==> config.mk <==
export PLATFORM = sky130hd
export DESIGN_NAME = msidec_decoder
export DESIGN_NICKNAME = d
export VERILOG_FILES = /design/src/rtl/msidec_pkg.sv /design/src/rtl/msidec_target_match.sv /design/src/rtl/msidec_decoder.sv
export VERILOG_INCLUDE_DIRS = /design/src /design/src/rtl
export SDC_FILE = /design/constraint.sdc
export NUM_CORES = 1
export LEC_CHECK = 0
export BUFFER_PORTS_ARGS = -buffer_cell sky130_fd_sc_hd__clkbuf_2
export CAP_MARGIN = 15
export CELL_PAD_IN_SITES_DETAIL_PLACEMENT = 1
export CELL_PAD_IN_SITES_GLOBAL_PLACEMENT = 1
export CORE_MARGIN = 2
export CORE_UTILIZATION = 37
export CTS_BUF_LIST = sky130_fd_sc_hd__clkbuf_4 sky130_fd_sc_hd__clkbuf_8
export DETAILED_ROUTE_END_ITERATION = 12
export HOLD_SLACK_MARGIN = 0.12
export PLACE_DENSITY_LB_ADDON = 0.1
export RECOVER_POWER = 50
export SYNTH_ARGS = -nofsm -noshare
export SYNTH_HDL_FRONTEND = slang
export SYNTH_SLANG_ARGS = --single-unit
export TNS_END_PERCENT = 10
==> constraint.sdc <==
create_clock -name clock -period 34.4 [get_ports clock]
set_input_delay 1.72 -clock clock [delete_from_list [all_inputs] [get_ports clock]]
set_output_delay 1.72 -clock clock [all_outputs]
set_load 0.01 [all_outputs]
==> src/rtl/msidec_regs.svh <==
// Field positions, fixed values and reset values of the interrupt message decoder.
`ifndef MSIDEC_REGS_SVH
`define MSIDEC_REGS_SVH

// ----------------------------------------------------------------------------
// Interrupt message address fields
// ----------------------------------------------------------------------------
`define MSIDEC_WIN_HI 31
`define MSIDEC_WIN_LO 20
`define MSIDEC_WIN_VAL 12'hfee
`define MSIDEC_DEST_HI 19
`define MSIDEC_DEST_LO 12
`define MSIDEC_RH_BIT 3
`define MSIDEC_DM_BIT 2

// ----------------------------------------------------------------------------
// Interrupt message payload fields
// ----------------------------------------------------------------------------
`define MSIDEC_VEC_HI 7
`define MSIDEC_VEC_LO 0
`define MSIDEC_DLV_HI 10
`define MSIDEC_DLV_LO 8
`define MSIDEC_LVL_BIT 14
`define MSIDEC_TRIG_BIT 15

// ----------------------------------------------------------------------------
// Reset values
// ----------------------------------------------------------------------------
`define MSIDEC_ADDR_RST 32'h0000_0000
`define MSIDEC_DATA_RST 32'h0000_0000
`define MSIDEC_VEC_NONE 8'h00
`define MSIDEC_PRIO_MAX 8'hff
`define MSIDEC_ID_BCAST 8'hff

`endif

==> src/rtl/msidec_pkg.sv <==
// Types shared by the interrupt message decoder modules.
package msidec_pkg;

   // -------------------------------------------------------------------------
   // Sizes and basic types
   // -------------------------------------------------------------------------
   localparam int MSIDEC_NUM_TGT = 8;

   typedef logic [7:0] msidec_id_t;
   typedef logic [31:0] msidec_word_t;
   typedef logic [MSIDEC_NUM_TGT-1:0] msidec_mask_t;
   typedef logic [MSIDEC_NUM_TGT-1:0][7:0] msidec_idarr_t;

   // -------------------------------------------------------------------------
   // Delivery mode codes
   // -------------------------------------------------------------------------
   typedef enum logic [2:0] {
      MSIDEC_DLV_FIXED = 3'h0,
      MSIDEC_DLV_LOWEST = 3'h1,
      MSIDEC_DLV_SYS_MGMT = 3'h2,
      MSIDEC_DLV_RSVD3 = 3'h3,
      MSIDEC_DLV_NMI = 3'h4,
      MSIDEC_DLV_INIT = 3'h5,
      MSIDEC_DLV_RSVD6 = 3'h6,
      MSIDEC_DLV_EXT_PIC = 3'h7
   } msidec_dlv_e;

endpackage : msidec_pkg

==> src/rtl/msidec_target_match.sv <==
// Destination match of one local interrupt controller against a message.
module msidec_target_match
   import msidec_pkg::*;
(
   // Message destination
   input wire msidec_pkg::msidec_id_t dest_id,
   input wire logic logical_sel,
   // Target identity
   input wire msidec_pkg::msidec_id_t phys_id,
   input wire msidec_pkg::msidec_id_t log_id,
   input wire logic cluster_fmt,
   input wire logic enabled,
   // Result
   output logic hit
);
   `include "msidec_regs.svh"

   wire phys_hit;
   wire flat_hit;
   wire cluster_hit;
   wire log_hit;

   // Physical match also accepts the broadcast identifier.
   assign phys_hit = (dest_id == phys_id) || (dest_id == `MSIDEC_ID_BCAST);
   assign flat_hit = |(dest_id & log_id);
   assign cluster_hit = (dest_id[7:4] == log_id[7:4]) && (|(dest_id[3:0] & log_id[3:0]));
   assign log_hit = cluster_fmt ? cluster_hit : flat_hit;
   assign hit = enabled && (logical_sel ? log_hit : phys_hit);

endmodule : msidec_target_match

==> src/rtl/msidec_decoder.sv <==
// Interrupt message decoder: splits interrupt writes from memory writes and routes them.
//
// What this block does
// - Address bits 31:20 equal fee mark messages.
// - Writes in window never forwarded as memory.
// - Address carries 8-bit destination identifier.
// - Hint zero delivers to named processor, or to all on broadcast ff unless code 001.
// - Hint one, physical mode: no redirect unless code 001.
// - Hint one, logical mode: redirect within group.
// - Hint zero ignores destination mode bit.
// - Code 000 delivers fixed to all unless hint one in logical mode.
// - Code 001 delivers to lowest priority.
// - Code 010 is management, edge, no vector.
// - Code 100 non-maskable, edge, no vector.
// - Code 101 initialization, edge, no vector.
// - Code 111 drives legacy request, edge.
// - Level bit used only when level triggered.
// - Trigger bit: zero edge, one level.
module msidec_decoder
(
   // Clock and reset
   input wire logic clock,
   input wire logic rstn,
   // Incoming doubleword write
   input wire logic wr_valid,
   input wire msidec_pkg::msidec_word_t wr_addr,
   input wire msidec_pkg::msidec_word_t wr_data,
   // Forwarded ordinary memory write
   output logic fwd_valid,
   output msidec_pkg::msidec_word_t fwd_addr,
   output msidec_pkg::msidec_word_t fwd_data,
   // Local interrupt controller identities
   input wire msidec_pkg::msidec_idarr_t tgt_phys_id,
   input wire msidec_pkg::msidec_idarr_t tgt_log_id,
   input wire msidec_pkg::msidec_mask_t tgt_cluster_fmt,
   input wire msidec_pkg::msidec_mask_t tgt_enabled,
   input wire msidec_pkg::msidec_idarr_t tgt_prio,
   // Delivery to local interrupt controllers
   output logic dlv_valid,
   output msidec_pkg::msidec_mask_t dlv_mask,
   output msidec_pkg::msidec_dlv_e dlv_mode,
   output msidec_pkg::msidec_id_t dlv_vector,
   output logic dlv_level,
   output logic dlv_trig,
   output logic legacy_int_request,
   output logic msg_dropped
);
   import msidec_pkg::*;
   `include "msidec_regs.svh"

   // -------------------------------------------------------------------------
   // Input classification
   // -------------------------------------------------------------------------
   wire in_window;
   wire take_msg;
   wire take_fwd;

   assign in_window = (wr_addr[`MSIDEC_WIN_HI:`MSIDEC_WIN_LO] == `MSIDEC_WIN_VAL);
   assign take_msg = wr_valid && in_window;
   assign take_fwd = wr_valid && !in_window;

   // -------------------------------------------------------------------------
   // Captured message address and payload
   // -------------------------------------------------------------------------
   msidec_word_t msg_addr_q;
   msidec_word_t msg_addr_d;
   msidec_word_t msg_data_q;
   msidec_word_t msg_data_d;
   logic pend_q;
   msidec_word_t fwd_addr_q;
   msidec_word_t fwd_data_q;
   logic fwd_valid_q;

   assign msg_addr_d = take_msg ? wr_addr : msg_addr_q;
   assign msg_data_d = take_msg ? wr_data : msg_data_q;

   always_ff @(posedge clock)
   begin
      if (!rstn)
      begin
         msg_addr_q <= `MSIDEC_ADDR_RST;
         msg_data_q <= `MSIDEC_DATA_RST;
         pend_q <= 1'b0;
         fwd_valid_q <= 1'b0;
         fwd_addr_q <= `MSIDEC_ADDR_RST;
         fwd_data_q <= `MSIDEC_DATA_RST;
      end
      else
      begin
         msg_addr_q <= msg_addr_d;
         msg_data_q <= msg_data_d;
         pend_q <= take_msg;
         fwd_valid_q <= take_fwd;
         fwd_addr_q <= take_fwd ? wr_addr : fwd_addr_q;
         fwd_data_q <= take_fwd ? wr_data : fwd_data_q;
      end
   end

   assign fwd_valid = fwd_valid_q;
   assign fwd_addr = fwd_addr_q;
   assign fwd_data = fwd_data_q;

   // -------------------------------------------------------------------------
   // Field extraction
   // -------------------------------------------------------------------------
   msidec_id_t dest_id;
   wire redirect_hint;
   wire dest_mode_sel;
   wire logical_sel;
   msidec_id_t vec_in;
   msidec_dlv_e mode_in;
   wire lvl_in;
   wire trig_in;

   assign dest_id = msg_addr_q[`MSIDEC_DEST_HI:`MSIDEC_DEST_LO];
   assign redirect_hint = msg_addr_q[`MSIDEC_RH_BIT];
   assign dest_mode_sel = msg_addr_q[`MSIDEC_DM_BIT];
   // Without the hint the mode bit is ignored and the identifier is taken as physical.
   assign logical_sel = redirect_hint && dest_mode_sel;
   assign vec_in = msg_data_q[`MSIDEC_VEC_HI:`MSIDEC_VEC_LO];
   assign mode_in = msidec_dlv_e'(msg_data_q[`MSIDEC_DLV_HI:`MSIDEC_DLV_LO]);
   assign lvl_in = msg_data_q[`MSIDEC_LVL_BIT];
   assign trig_in = msg_data_q[`MSIDEC_TRIG_BIT];

   // -------------------------------------------------------------------------
   // Per-target match and lowest priority search
   // -------------------------------------------------------------------------
   msidec_mask_t hit;
   logic [MSIDEC_NUM_TGT:0] found;
   logic [MSIDEC_NUM_TGT:0][7:0] best_pri;
   logic [MSIDEC_NUM_TGT:0][MSIDEC_NUM_TGT-1:0] best_sel;
   msidec_mask_t take;
   localparam msidec_mask_t UNIT = 8'h01;

   assign found[0] = 1'b0;
   assign best_pri[0] = `MSIDEC_PRIO_MAX;
   assign best_sel[0] = 8'h00;

   genvar g;
   generate
      for (g = 0; g < MSIDEC_NUM_TGT; g = g + 1)
      begin : g_tgt
         msidec_target_match u_match (
            .dest_id(dest_id),
            .logical_sel(logical_sel),
            .phys_id(tgt_phys_id[g]),
            .log_id(tgt_log_id[g]),
            .cluster_fmt(tgt_cluster_fmt[g]),
            .enabled(tgt_enabled[g]),
            .hit(hit[g])
         );
         // Ties go to the lowest numbered target.
         assign take[g] = hit[g] && (!found[g] || (tgt_prio[g] < best_pri[g]));
         assign found[g+1] = found[g] || hit[g];
         assign best_pri[g+1] = take[g] ? tgt_prio[g] : best_pri[g];
         assign best_sel[g+1] = take[g] ? (UNIT << g) : best_sel[g];
      end
   endgenerate

   // -------------------------------------------------------------------------
   // Delivery decision
   // -------------------------------------------------------------------------
   wire mode_rsvd;
   wire use_lowest;
   wire vec_used;
   wire lvl_allowed;
   wire trig_eff;
   msidec_mask_t mask_eff;
   msidec_id_t vec_eff;
   wire lvl_eff;
   wire deliver;

   assign mode_rsvd = (mode_in == MSIDEC_DLV_RSVD3) || (mode_in == MSIDEC_DLV_RSVD6);
   // Physical mode with the hint set redirects only for code 001; otherwise every matching target, broadcast included, gets it.
   assign use_lowest = (mode_in == MSIDEC_DLV_LOWEST) || logical_sel;
   assign mask_eff = use_lowest ? best_sel[MSIDEC_NUM_TGT] : hit;
   assign vec_used = (mode_in == MSIDEC_DLV_FIXED) || (mode_in == MSIDEC_DLV_LOWEST);
   // Management, non-maskable, init and legacy deliveries drop the vector.
   assign vec_eff = vec_used ? vec_in : `MSIDEC_VEC_NONE;
   // Only fixed and lowest priority deliveries may be level sensitive.
   assign lvl_allowed = vec_used;
   assign trig_eff = lvl_allowed && trig_in;
   // Edge messages are always asserts.
   assign lvl_eff = trig_eff ? lvl_in : 1'b1;
   assign deliver = pend_q && !mode_rsvd && (|mask_eff);

   logic dlv_valid_q;
   msidec_mask_t dlv_mask_q;
   msidec_dlv_e dlv_mode_q;
   msidec_id_t dlv_vector_q;
   logic dlv_level_q;
   logic dlv_trig_q;
   logic drop_q;

   always_ff @(posedge clock)
   begin
      if (!rstn)
      begin
         dlv_valid_q <= 1'b0;
         dlv_mask_q <= 8'h00;
         dlv_mode_q <= MSIDEC_DLV_FIXED;
         dlv_vector_q <= `MSIDEC_VEC_NONE;
         dlv_level_q <= 1'b0;
         dlv_trig_q <= 1'b0;
         drop_q <= 1'b0;
      end
      else
      begin
         dlv_valid_q <= deliver;
         dlv_mask_q <= deliver ? mask_eff : 8'h00;
         dlv_mode_q <= deliver ? mode_in : dlv_mode_q;
         dlv_vector_q <= deliver ? vec_eff : dlv_vector_q;
         dlv_level_q <= deliver ? lvl_eff : dlv_level_q;
         dlv_trig_q <= deliver ? trig_eff : dlv_trig_q;
         drop_q <= pend_q && !deliver;
      end
   end

   assign dlv_valid = dlv_valid_q;
   assign dlv_mask = dlv_mask_q;
   assign dlv_mode = dlv_mode_q;
   assign dlv_vector = dlv_vector_q;
   assign dlv_level = dlv_level_q;
   assign dlv_trig = dlv_trig_q;
   assign legacy_int_request = dlv_valid_q && (dlv_mode_q == MSIDEC_DLV_EXT_PIC);
   assign msg_dropped = drop_q;

   // -------------------------------------------------------------------------
   // Assertions
   // -------------------------------------------------------------------------
   a_plain_forward: assert property (@(posedge clock) disable iff (!rstn)
      wr_valid && (wr_addr[31:20] != 12'hfee)
      |=> fwd_valid && (fwd_addr == $past(wr_addr)) && (fwd_data == $past(wr_data)))
      else $error("ordinary write not forwarded");

   a_window_no_fwd: assert property (@(posedge clock) disable iff (!rstn)
      wr_valid && (wr_addr[31:20] == 12'hfee) |=> !fwd_valid)
      else $error("interrupt write forwarded as memory");

   a_reserved_drop: assert property (@(posedge clock) disable iff (!rstn)
      take_msg && ((wr_data[10:8] == 3'h3) || (wr_data[10:8] == 3'h6))
      |=> ##1 !dlv_valid && msg_dropped)
      else $error("reserved delivery code delivered");

   a_nmi_edge_novec: assert property (@(posedge clock) disable iff (!rstn)
      dlv_valid && (dlv_mode == MSIDEC_DLV_NMI) |-> !dlv_trig && (dlv_vector == 8'h00))
      else $error("non-maskable delivery not edge or vector kept");

   a_init_edge_novec: assert property (@(posedge clock) disable iff (!rstn)
      dlv_valid && (dlv_mode == MSIDEC_DLV_INIT) |-> !dlv_trig && (dlv_vector == 8'h00))
      else $error("init delivery not edge or vector kept");

   a_legacy_request: assert property (@(posedge clock) disable iff (!rstn)
      take_msg && (wr_data[10:8] == 3'h7) && !wr_addr[3] && (wr_addr[19:12] == tgt_phys_id[0])
      && tgt_enabled[0] |=> ##1 legacy_int_request && !dlv_trig && dlv_mask[0])
      else $error("legacy request not raised");

   a_edge_asserts: assert property (@(posedge clock) disable iff (!rstn)
      dlv_valid && !dlv_trig |-> dlv_level)
      else $error("edge message not an assert");

   a_level_follows: assert property (@(posedge clock) disable iff (!rstn)
      take_msg && (wr_data[10:8] == 3'h0) && wr_data[15] && !wr_addr[3]
      ##1 deliver |=> dlv_trig && (dlv_level == $past(msg_data_q[14])))
      else $error("level message lost its level");

   a_lowest_single: assert property (@(posedge clock) disable iff (!rstn)
      dlv_valid && (dlv_mode == MSIDEC_DLV_LOWEST) |-> $onehot(dlv_mask))
      else $error("lowest priority hit several targets");

   a_phys_no_redir: assert property (@(posedge clock) disable iff (!rstn)
      pend_q && redirect_hint && !dest_mode_sel && (dest_id != 8'hff) && (mode_in == 3'h0)
      |=> dlv_mask == $past(hit))
      else $error("physical hinted message redirected");

   a_fixed_all: assert property (@(posedge clock) disable iff (!rstn)
      pend_q && (mode_in == 3'h0) && !redirect_hint && (|hit) |=> dlv_valid && (dlv_mask == $past(hit)))
      else $error("fixed delivery missed a target");

   a_mgmt_edge_novec: assert property (@(posedge clock) disable iff (!rstn)
      dlv_valid && (dlv_mode == MSIDEC_DLV_SYS_MGMT) |-> !dlv_trig && (dlv_vector == 8'h00))
      else $error("management delivery not edge or vector kept");

   a_legacy_novec: assert property (@(posedge clock) disable iff (!rstn)
      dlv_valid && (dlv_mode == MSIDEC_DLV_EXT_PIC) |-> !dlv_trig && (dlv_vector == 8'h00))
      else $error("legacy delivery not edge or vector kept");

   a_hint_off_phys: assert property (@(posedge clock) disable iff (!rstn)
      pend_q && !redirect_hint && (mode_in == MSIDEC_DLV_FIXED) && tgt_enabled[1]
      && (dest_id == tgt_phys_id[1]) |=> dlv_valid && dlv_mask[1])
      else $error("unhinted message missed its physical target");

   a_logical_group: assert property (@(posedge clock) disable iff (!rstn)
      pend_q && redirect_hint && dest_mode_sel && !mode_rsvd && (|hit)
      |=> dlv_valid && $onehot(dlv_mask) && ((dlv_mask & $past(hit)) == dlv_mask))
      else $error("redirection left the logical group");

   a_mask_idle_zero: assert property (@(posedge clock) disable iff (!rstn)
      !dlv_valid |-> (dlv_mask == 8'h00))
      else $error("target mask shown without delivery");

endmodule : msidec_decoder

# Word-level counts from Yosys, hierarchy flattened
# Index checks and enable logic that the tools add are counted.
# totals
input_bits	275
word_cells	176
out_inout_bits	89
reg_bits	125
# classes
n_reduce_logical	84
n_eq_ne	22
muxes	34
magnitude_cmp	7
bitwise	16
# ops
cell	n
8-bit two-way mux	10
8-bit OR reduction	9
8-bit bitwise AND	8
8-bit == test	8
8-bit less-than comparator	7
4-bit bitwise AND	8
4-bit == test	8
4-bit OR reduction	8
1-bit logical AND	31
1-bit logical OR	24
1-bit two-way mux	18
12-bit == test (second input constant)	1
1-bit zero test	10
8-bit == test (second input constant)	1
7-bit two-way mux	1
3-bit == test (second input constant)	2
6-bit two-way mux	1
5-bit two-way mux	1
4-bit two-way mux	1
3-bit by 1-bit == test with 1-bit output (second input constant)	1
3-bit by 2-bit == test with 1-bit output (second input constant)	1
3-bit zero test	1
3-bit two-way mux	1
2-bit two-way mux	1
2-bit AND reduction	1

# Longest topological paths before layout
# Gate-level depths: netlist of the first run.
# logic_depth
ltp_word	40
depth_mapped	79

# Cells and area by module
# Synthesis of the first run repeated with hierarchy kept, for this count alone.
# hier_totals
cells_unflattened	1036
area_unflattened_um2	8221.6
# by_module_without_submodules
module	cells_per_inst	seq_area_each_um2	area_each_um2	instances
msidec_decoder	828	2242.2	6500.0	1
msidec_target_match	26	0.0	215.2	8

# Worst setup path before layout of the first run
# No wires, ideal clock.
# synth_timing
kind	input-to-reg
from	input tgt_log_id[5] (netlist name)
to	register dlv_mask_q[2] (netlist: dlv_mask[2])
stages	74
t_required_ns	34.283
path_buffers	7
path_slack_ns	18.662
setup_time_ns	0.117
t_arrival_ns	15.621
path_cell_list	ha_1 -> or4_1 -> a22o_1 -> o211ai_2 -> nand3_2 -> buf_2 -> nor2_1 -> ha_1 -> a21o_1 -> a21o_1 -> a221oi_4 -> o21ai_1 -> clkbuf_1 -> a21oi_1 -> inv_1 -> ha_1 -> and4_1 -> nand2_1 -> [... 38 more ...] -> a21o_1 -> a21o_1 -> a21oi_1 -> nand3_1 -> a21o_1 -> nand2_1 -> buf_2 -> nor2_1 -> a21oi_1 -> ha_1 -> a21o_1 -> a21o_1 -> a21oi_1 -> o21ai_0 -> a311o_1 -> o31ai_4 -> nor3_2 -> a32o_1
# synth_via
elab_chain_len	38
word_cells_on_any_way	60
classes_between	order compare (7); eq/ne (1); mux (18); bitwise (1); reduce/logical (33)
# synth_lines
element	line_no	text
start, declared	msidec_decoder.sv:34	input wire msidec_pkg::msidec_idarr_t tgt_log_id,
8-bit bitwise AND / 4-bit == test (equally long branches)	msidec_target_match.sv:25, msidec_target_match.sv:26	
8-bit OR reduction / 1-bit logical AND (equally long branches)	msidec_target_match.sv:25, msidec_target_match.sv:26	
1-bit two-way mux (*)	msidec_target_match.sv:27	assign log_hit = cluster_fmt ? cluster_hit : flat_hit;
1-bit two-way mux (*)	msidec_target_match.sv:28	assign hit = enabled && (logical_sel ? log_hit : phys_hit);
1-bit logical AND (*)	msidec_target_match.sv:28	
8-bit two-way mux	msidec_decoder.sv:155	assign best_pri[g+1] = take[g] ? tgt_prio[g] : best_pri[g];
8-bit less-than comparator	msidec_decoder.sv:153	assign take[g] = hit[g] && (!found[g] || (tgt_prio[g] < best_pri[g]));
1-bit logical OR	msidec_decoder.sv:153	
[... 22 more ...]	n/a	
8-bit less-than comparator	msidec_decoder.sv:153	
1-bit logical OR	msidec_decoder.sv:153	
1-bit logical AND	msidec_decoder.sv:153	
8-bit two-way mux	msidec_decoder.sv:156	assign best_sel[g+1] = take[g] ? (UNIT << g) : best_sel[g];
8-bit two-way mux (*)	msidec_decoder.sv:176	assign mask_eff = use_lowest ? best_sel[MSIDEC_NUM_TGT] : hit;
8-bit OR reduction	msidec_decoder.sv:185	assign deliver = pend_q && !mode_rsvd && (|mask_eff);
1-bit logical AND	msidec_decoder.sv:185	
2-bit AND reduction (no line)	n/a	
end signal, assigned	msidec_decoder.sv:210	dlv_mask_q <= deliver ? mask_eff : 8'h00;
end, declared	msidec_decoder.sv:188	msidec_mask_t dlv_mask_q;
# Mark *: on every way between the ends. The rest lies on a longest branch, timed or not.
# A chain may end at the register's enable or synchronous reset.

# Worst setup path in the final report of the first run
# Same ends and word-level chain as after synthesis.

==> results of run 1 <==
==> through the flow <==
step | total power, uW | util (%) | cells
6_report | 260.0 | 46.96 | 1636
5_1_grt | 275.7 | 46.95 | 1635
4_1_cts | 265.0 | 47.48 | 1634
3_5_place_dp | 187.4 | 46.65 | 1618
3_3_place_gp | 186.3 | 46.65 | 1618
2_1_floorplan | 158.0 | - | 1018
==> sequential cells by signal, indices dropped and copies added (netlist names), 3 cells and up <==
signal	cells
dlv_mask	8
fwd_addr	32
dlv_vector	8
msg_data_q	13
msg_addr_q	10
fwd_data	32
dlv_mode	3
==> layout make-up <==
type | count | area (um2) | area share [%]
antenna | 1 | 2.502 | 0.02457
inverter | 27 | 101.3 | 0.9951
clock buffer | 10 | 131.4 | 1.290
sequential | 112 | 2242 | 22.01
clock inverter | 6 | 50.05 | 0.4914
multi-input combinational | 824 | 5509 | 54.09
tap | 280 | 350.3 | 3.440
timing repair buffer | 376 | 1798 | 17.65
==> cells in the mapped netlist, drive strengths merged, types with 7 or more instances <==
master  count  area [um2]
a21boi     90       679.4
a21o       16       120.1
a21oi      47       235.2
a221oi      8       87.59
a22o       15       131.4
a22oi      14       105.1
a31oi       7       43.79
and2        9       56.30
and3       11       73.82
buf        19       116.4
clkbuf     36       135.1
dfxtp     112        2242
ha         71       888.4
inv        27       101.4
mux2i      10       100.1
nand2     216       810.8
nand3      13       75.07
nand4       7       43.79
nor2       44       165.2
nor2b       7       43.79
nor3        7       40.04
nor4       23       143.9
o211ai     10       98.84
o21ai      47       239.0
xor2       63       551.8
==> logic make-up (layout without fill, tap and decap cells) <==
family / after synthesis / count (layout)
adders and majority gates: 75 / 75
xor gates and xnor gates: 67 / 67
and+or+nand+nor: 367 / 367
AOI/OAI and AO/OA: 303 / 303
DFF: 112 / 112
other: 0 / 1
buffers and inverters: 82 / 419
muxes: 12 / 12
==> critical path, delay by kind of cell <==
kind	cells	cell delay [ps]
adder cells (fa/ha/maj)	8	2310
multiplexers	1	360
buffers and inverters	6	840
AND/OR/NAND/NOR	16	3570
AO/OA/AOI/OAI	40	8660
==> power breakdown <==
part	internal, uW	switching, uW	leakage, uW
registers	134	2.02	0.000914
logic	21.8	25.2	0.00393
clock network	28.3	48.9	0.0000877
total	184	76.1	0.00493
==> layer usage <==
layer	wire length [um]	vias to the layer above	share of wire [%]
li1	-	4310	-
met1	12590	4123	41
met2	15030	278	49
met3	2019	51	6.6
met4	871	0	2.9
met5	0	-	0
==> path summary, 6_finish.rpt <==
check                                                  from                     endpoint  slack, ps
worst max-delay path                          tgt_log_id[5]       dlv_mask[2]$_SDFF_PN0_      17190
worst min-delay path            msg_data_q[14]$_SDFFE_PN0P_  msg_data_q[14]$_SDFFE_PN0P_        470
worst max register to register  msg_addr_q[18]$_SDFFE_PN0P_       dlv_mask[2]$_SDFF_PN0_      17960
worst min register to register  msg_data_q[14]$_SDFFE_PN0P_  msg_data_q[14]$_SDFFE_PN0P_        470
==> results.md, run 1 <==
- Status: finished with violations
- Failing checks: max-capacitance violations, max-slew violations
- Effective utilization at floorplan: 37.35%
- CTS tree: done
- Die Area: 0.02309 mm2
- DIE HEIGHT: 152.0 um
- Worst reg2reg path depth: 71
- Ys async rst share: 0%
- Main synth FF type: dfxtp_1
- Slowest stage delay, CP: 530 ps
- Synth Area in Adders: 11.46%
- Commonest non-fill, non-tap cell in the layout: clkbuf_2
- Final setup viols: 0
- Core footprint: 0.02169 mm2
- Critical path peak fanout: 22
- Global routing met2 resource utilization: 46.22%
- Max-Cap Viols: 2
- DRC viols: 0
- Avg WL per Cell: 18.65 um
- Crit path required time: 34,690 ps
- Die span in x: 152.0 um
- Total Wirelength: 30,510 um
- Yosys warns: 0
- I/O pins: 364
- CP max-delay cell: or4_1
- Vias in the first global route: 9,137
- Placed cell areas: 0.01012 mm2
- Leak Pwr: 0.004931 uW
- PnR worst setup slack: 17,190 ps
- Most used cell, CP: a21o_1
- Multiplexer share of the synthesized area: 1.514%
- Pin slew with the least headroom to its limit: 1763 ps
- IO Port Bufs: 363
- DR vias/cell: 5.356
- Tot GR Track Use: 25.86%
- Synth Area in Simple Gates: 20.73%
- 1st-iter DRT viols: 343
- Num CTS Buffers: 9
- Largest family of logic cells by synthesized area: compound AO/OA/AOI/OAI gates
- Clock root cell: clkbuf_8
- Initial DRT Pass Iterations: 4
- H-tree depth: 3
- Post-synthesis sequential area ratio: 27.68%
- Fmax: 58.09 MHz
- Skew final: 8.658 ps
- Layout area overhead: 25.71%
- Synth Area in Compound Gates: 27.03%
- Worst VDD drop: 24.69 uV
- Post-synth cell types: 76
- Fin nets: 1,696
- # resized after CTS: 0
- CP Class: input port to flip-flop
- Worst Setup End Kind: flip-flop
- First-pass GRT wire length: 48,600 um
- Worst Path Arrival: 17,500 ps
- Postcts setup bufs: 0
- Post-synthesis cell count: 1,018
- Pins Over Slew Limit: 66
- Slew HR: -17.75%
- GR peak layer: met2
- GR met3 Demand/Resource: 6.674%
- Clk buf depth: 2
- Clk sink count: 112
- Post-synth net total: 1,364
- Layout cells sized above 1: 23.84%
- Avg Inst Size Synth: 7.958 um2
- Post-synthesis xor/xnor area fraction: 7.243%
- EDFF count, synth: 0
- FP Rows: 54
- Cts hold-fix bufs: 0
- RSZ-0062 raised after global routing: no
- Dpl ws: 16,840 ps
- Post-route ant nets: 0
- Synth Register Bits: 112
- Post-Route Setup TNS: 0 ps
- DP HPWL: 25,100 um
- Worst hold slack: 468.2 ps
- FILL cells: 2,843
- Mapped cell area: 0.008102 mm2
- Hold Path Cell Cnt: 2
- Final period util: 50.04%
- GPL Wtd Cong: 0.8637
- Most frequent cells in the layout: clkbuf_2, nand2_1, dfxtp_1
- Endpoints failing hold: 0
- GRT met1 Usage: 30.06%
- Antenna violations before repair: 1
- Clk pin slew, worst setup/hold paths: 110 ps
- Min cycle time layout: 17,220 ps
- Worst skew pair latency: 380 ps
- GRT Residual Overflow: 0
- Power Density: 25.53 mW/mm2
- Design area: 0.01018 mm2
- Vias: 8,762
- Largest net degree at the start of global routing: 96
- Worst hold path class: flip-flop to flip-flop
- Startpoint class of the critical path: input port
Power figures use the tool's default switching activity.
==> inputs of run 2 (changes only) <==
--- a/config.mk
+++ b/config.mk
@@ -11,7 +11,7 @@
 export CELL_PAD_IN_SITES_DETAIL_PLACEMENT = 1
 export CELL_PAD_IN_SITES_GLOBAL_PLACEMENT = 1
 export CORE_MARGIN = 2
-export CORE_UTILIZATION = 37
+export CORE_UTILIZATION = 35
 export CTS_BUF_LIST = sky130_fd_sc_hd__clkbuf_4 sky130_fd_sc_hd__clkbuf_8
 export DETAILED_ROUTE_END_ITERATION = 12
 export HOLD_SLACK_MARGIN = 0.12
==> constraint.sdc (replaced) <==
create_clock -name clock -period 16.3 [get_ports clock]
set_input_delay 0.815 -clock clock [delete_from_list [all_inputs] [get_ports clock]]
set_output_delay 0.815 -clock clock [all_outputs]
set_load 0.01 [all_outputs]
==> results.md, run 2 (synthesis gave the netlist of run 1 again) <==
- Worst VDD drop: 54.63 uV (+120%)
- Pins Over Slew Limit: 96 (+45%)
- Post-route ant nets: 0 (unchanged)
- Hold Path Cell Cnt: 2 (unchanged)
- CP Class: input port to flip-flop
- DIE HEIGHT: 156.1 um (+2.7%)
- IO Port Bufs: 363 (unchanged)
- Clk pin slew, worst setup/hold paths: 110 ps (about the same)
- Endpoints failing hold: 0 (unchanged)
- Layout area overhead: 27.77%
- FP Rows: 55 (+1.9%)
- GRT Residual Overflow: 0 (unchanged)
- Worst Path Arrival: 15,390 ps (-2110 ps)
- Initial DRT Pass Iterations: 4 (unchanged)
- Clk buf depth: 2 (unchanged)
- Leak Pwr: 0.005017 uW (+1.7%)
- H-tree depth: 3 (unchanged)
- I/O pins: 364 (unchanged)
- Final setup viols: 0 (unchanged)
- Clock share of power: 29.8% (about the same)
- Placed cell areas: 0.01018 mm2 (+0.66%)
- Worst hold path class: flip-flop to flip-flop
- Largest net degree at the start of global routing: 96 (unchanged)
- Critical R2R Launch: msg_addr_q[19]$_SDFFE_PN0P_
- Commonest non-fill, non-tap cell in the layout: clkbuf_2
- DP Cell Count: 1,631 (+0.80%)
- Worst skew pair latency: 370 ps (about the same)
- DR vias/cell: 5.313 (-0.80%)
- Startpoint class of the critical path: input port
- Final period util: 92.74%
- Non-Filler Instances: 1,655 (+1.2%)
- GPL Wtd Cong: 0.9068 (+5.0%)
- Worst min-delay path endpoint: fwd_data[14]$_SDFFE_PN0P_
- Fmax: 66.15 MHz
- Max-Cap Viols: 1 (-1)
- Post-Route Setup TNS: 0 ps (unchanged)
- Pin slew with the least headroom to its limit: 3429 ps (+1666 ps)
- Critical path peak fanout: 17 (-23%)
- Sw Ratio: 29.32% (+0.048 points)
- Clk sink count: 112 (unchanged)
- Design area: 0.01035 mm2 (+1.6%)
- First-pass GRT wire length: 49,280 um (+1.4%)
- Slew HR: -128.6% (-110 points)
- Int Pwr: 391.2 uW (+110%)
- Total Wirelength: 31,830 um (+4.3%)
- DRC viols: 0 (unchanged)
- Num CTS Buffers: 9 (unchanged)
- 1st-iter DRT viols: 306 (-11%)
- Combinational power share: 18.4% (+0.3 points)
- Fin nets: 1,709 (+0.77%)
- Min cycle time layout: 15,120 ps
- Layout cells sized above 1: 25.00% (+1.2 points)
- Vias: 8,793 (+0.35%)
- Crit path required time: 16,570 ps (-18,120 ps)
- Tot GR Track Use: 25.58% (-0.29 points)
- Most frequent cells in the layout: clkbuf_2, nand2_1, dfxtp_1
- Die Area: 0.02438 mm2 (+5.6%)
- Hold Startpoint: fwd_data[14]$_SDFFE_PN0P_
- Most used cell, CP: ha_1
- Internal reg-to-reg setup slack: 1370 ps (-16,590 ps)
- Clock root cell: clkbuf_8
- Power Density: 53.47 mW/mm2 (+110%)
- Worst Setup End Kind: flip-flop
- Die span in x: 156.1 um (+2.7%)
- Psw: 162.3 uW (+110%)
- CTS tree: done
- Core footprint: 0.02271 mm2 (+4.7%)
- Antenna violations before repair: 2 (+1)
- Avg WL per Cell: 19.23 um (+3.1%)
- Effective utilization at floorplan: 35.67% (-1.7 points)
- Worst reg2reg path depth: 69 (-2.8%)
- Vias in the first global route: 9,140 (+0.033%)
- Slowest stage delay, CP: 540 ps (about the same)
- Skew final: 12.73 ps (+4.069 ps)
- Failing checks: max-capacitance violations, max-slew violations
- Worst R2R End: dlv_mask[2]$_SDFF_PN0_
- DP HPWL: 26,280 um (+4.7%)
- Status: finished with violations
- CP max-delay cell: a2111oi_0
- Sequential share of power: 51.8% (-0.4 points)
## run 2: cell types whose count changed in the layout (fill, tap and decap cells not counted), sizes merged
cell	delta
diode	+1
clkinvlp	-2
buf	+13
clkinv	+2
## run 2: timing repair
item / in CTS / in global routing
endpoints found under the setup margin: 0 / 8
buffers inserted: 0 / 6
gates resized for setup: 0 / 9
hold buffers: 0 / 0
## run 2: power groups by stage
stage / Combinational (uW) / Clock, uW / Sequential, uW
final: 102 / 165 / 287
after global routing: 114 / 182 / 288
after CTS: 104 / 172 / 287
after floorplan: 36.7 / 0 / 297
after detailed placement: 103 / 0 / 293
after global placement: 102 / 0 / 292
## run 2: worst max-delay path by stage
stage                        endpoint          start  depth (start not counted)
6_report       dlv_mask[2]$_SDFF_PN0_  tgt_log_id[5]                         70
5_1_grt        dlv_mask[2]$_SDFF_PN0_  tgt_log_id[5]                         73
4_1_cts        dlv_mask[2]$_SDFF_PN0_  tgt_log_id[5]                         68
3_5_place_dp   dlv_mask[2]$_SDFF_PN0_  tgt_log_id[5]                         68
3_3_place_gp   dlv_mask[2]$_SDFF_PN0_  tgt_log_id[5]                         68
2_1_floorplan  dlv_mask[2]$_SDFF_PN0_  tgt_log_id[5]                         74
## run 2: routing by layer
layer  vias to the layer above  share of wire [%]  global-route usage (%)
li1                       4336                  -                       -
met1                      4166                 44                   31.13
met2                       249                 47                   45.72
met3                        42                6.0                   5.361
met4                         0                2.4                   6.728
met5                         -                  0                       0
## run 2: per-stage QoR
stage	setup WS (ps)	hold WS [ps]	util (%)	power, uW
2_1_floorplan	1467	438.2	-	333.5
3_3_place_gp	198.3	451.6	44.84	394.1
3_5_place_dp	-133.0	458.9	44.84	396.4
4_1_cts	201.3	477.4	45.69	563.1
5_1_grt	-33.34	494.3	45.58	584.1
6_report	1183	476.0	45.58	553.5
## run 2: critical path: cells and delay by family
kind / cells / cell delay (ps)
compound gates: 35 / 7720
fa+ha+maj: 8 / 2310
buf+inv: 6 / 770
mux: 2 / 660
simple gates: 19 / 3050
## run 2: cell type report
| cell class | instances | area, um2 |
|---|---|---|
| multi-input cells | 824 | 5559 |
| diodes | 2 | 5.005 |
| clock inverters | 6 | 60.06 |
| flip-flops and latches | 112 | 2242 |
| repair buffers | 389 | 1896 |
| clock buffers | 10 | 131.4 |
| fillers | 2933 | 12360 |
| inverters | 27 | 101.3 |
| well taps | 285 | 356.6 |
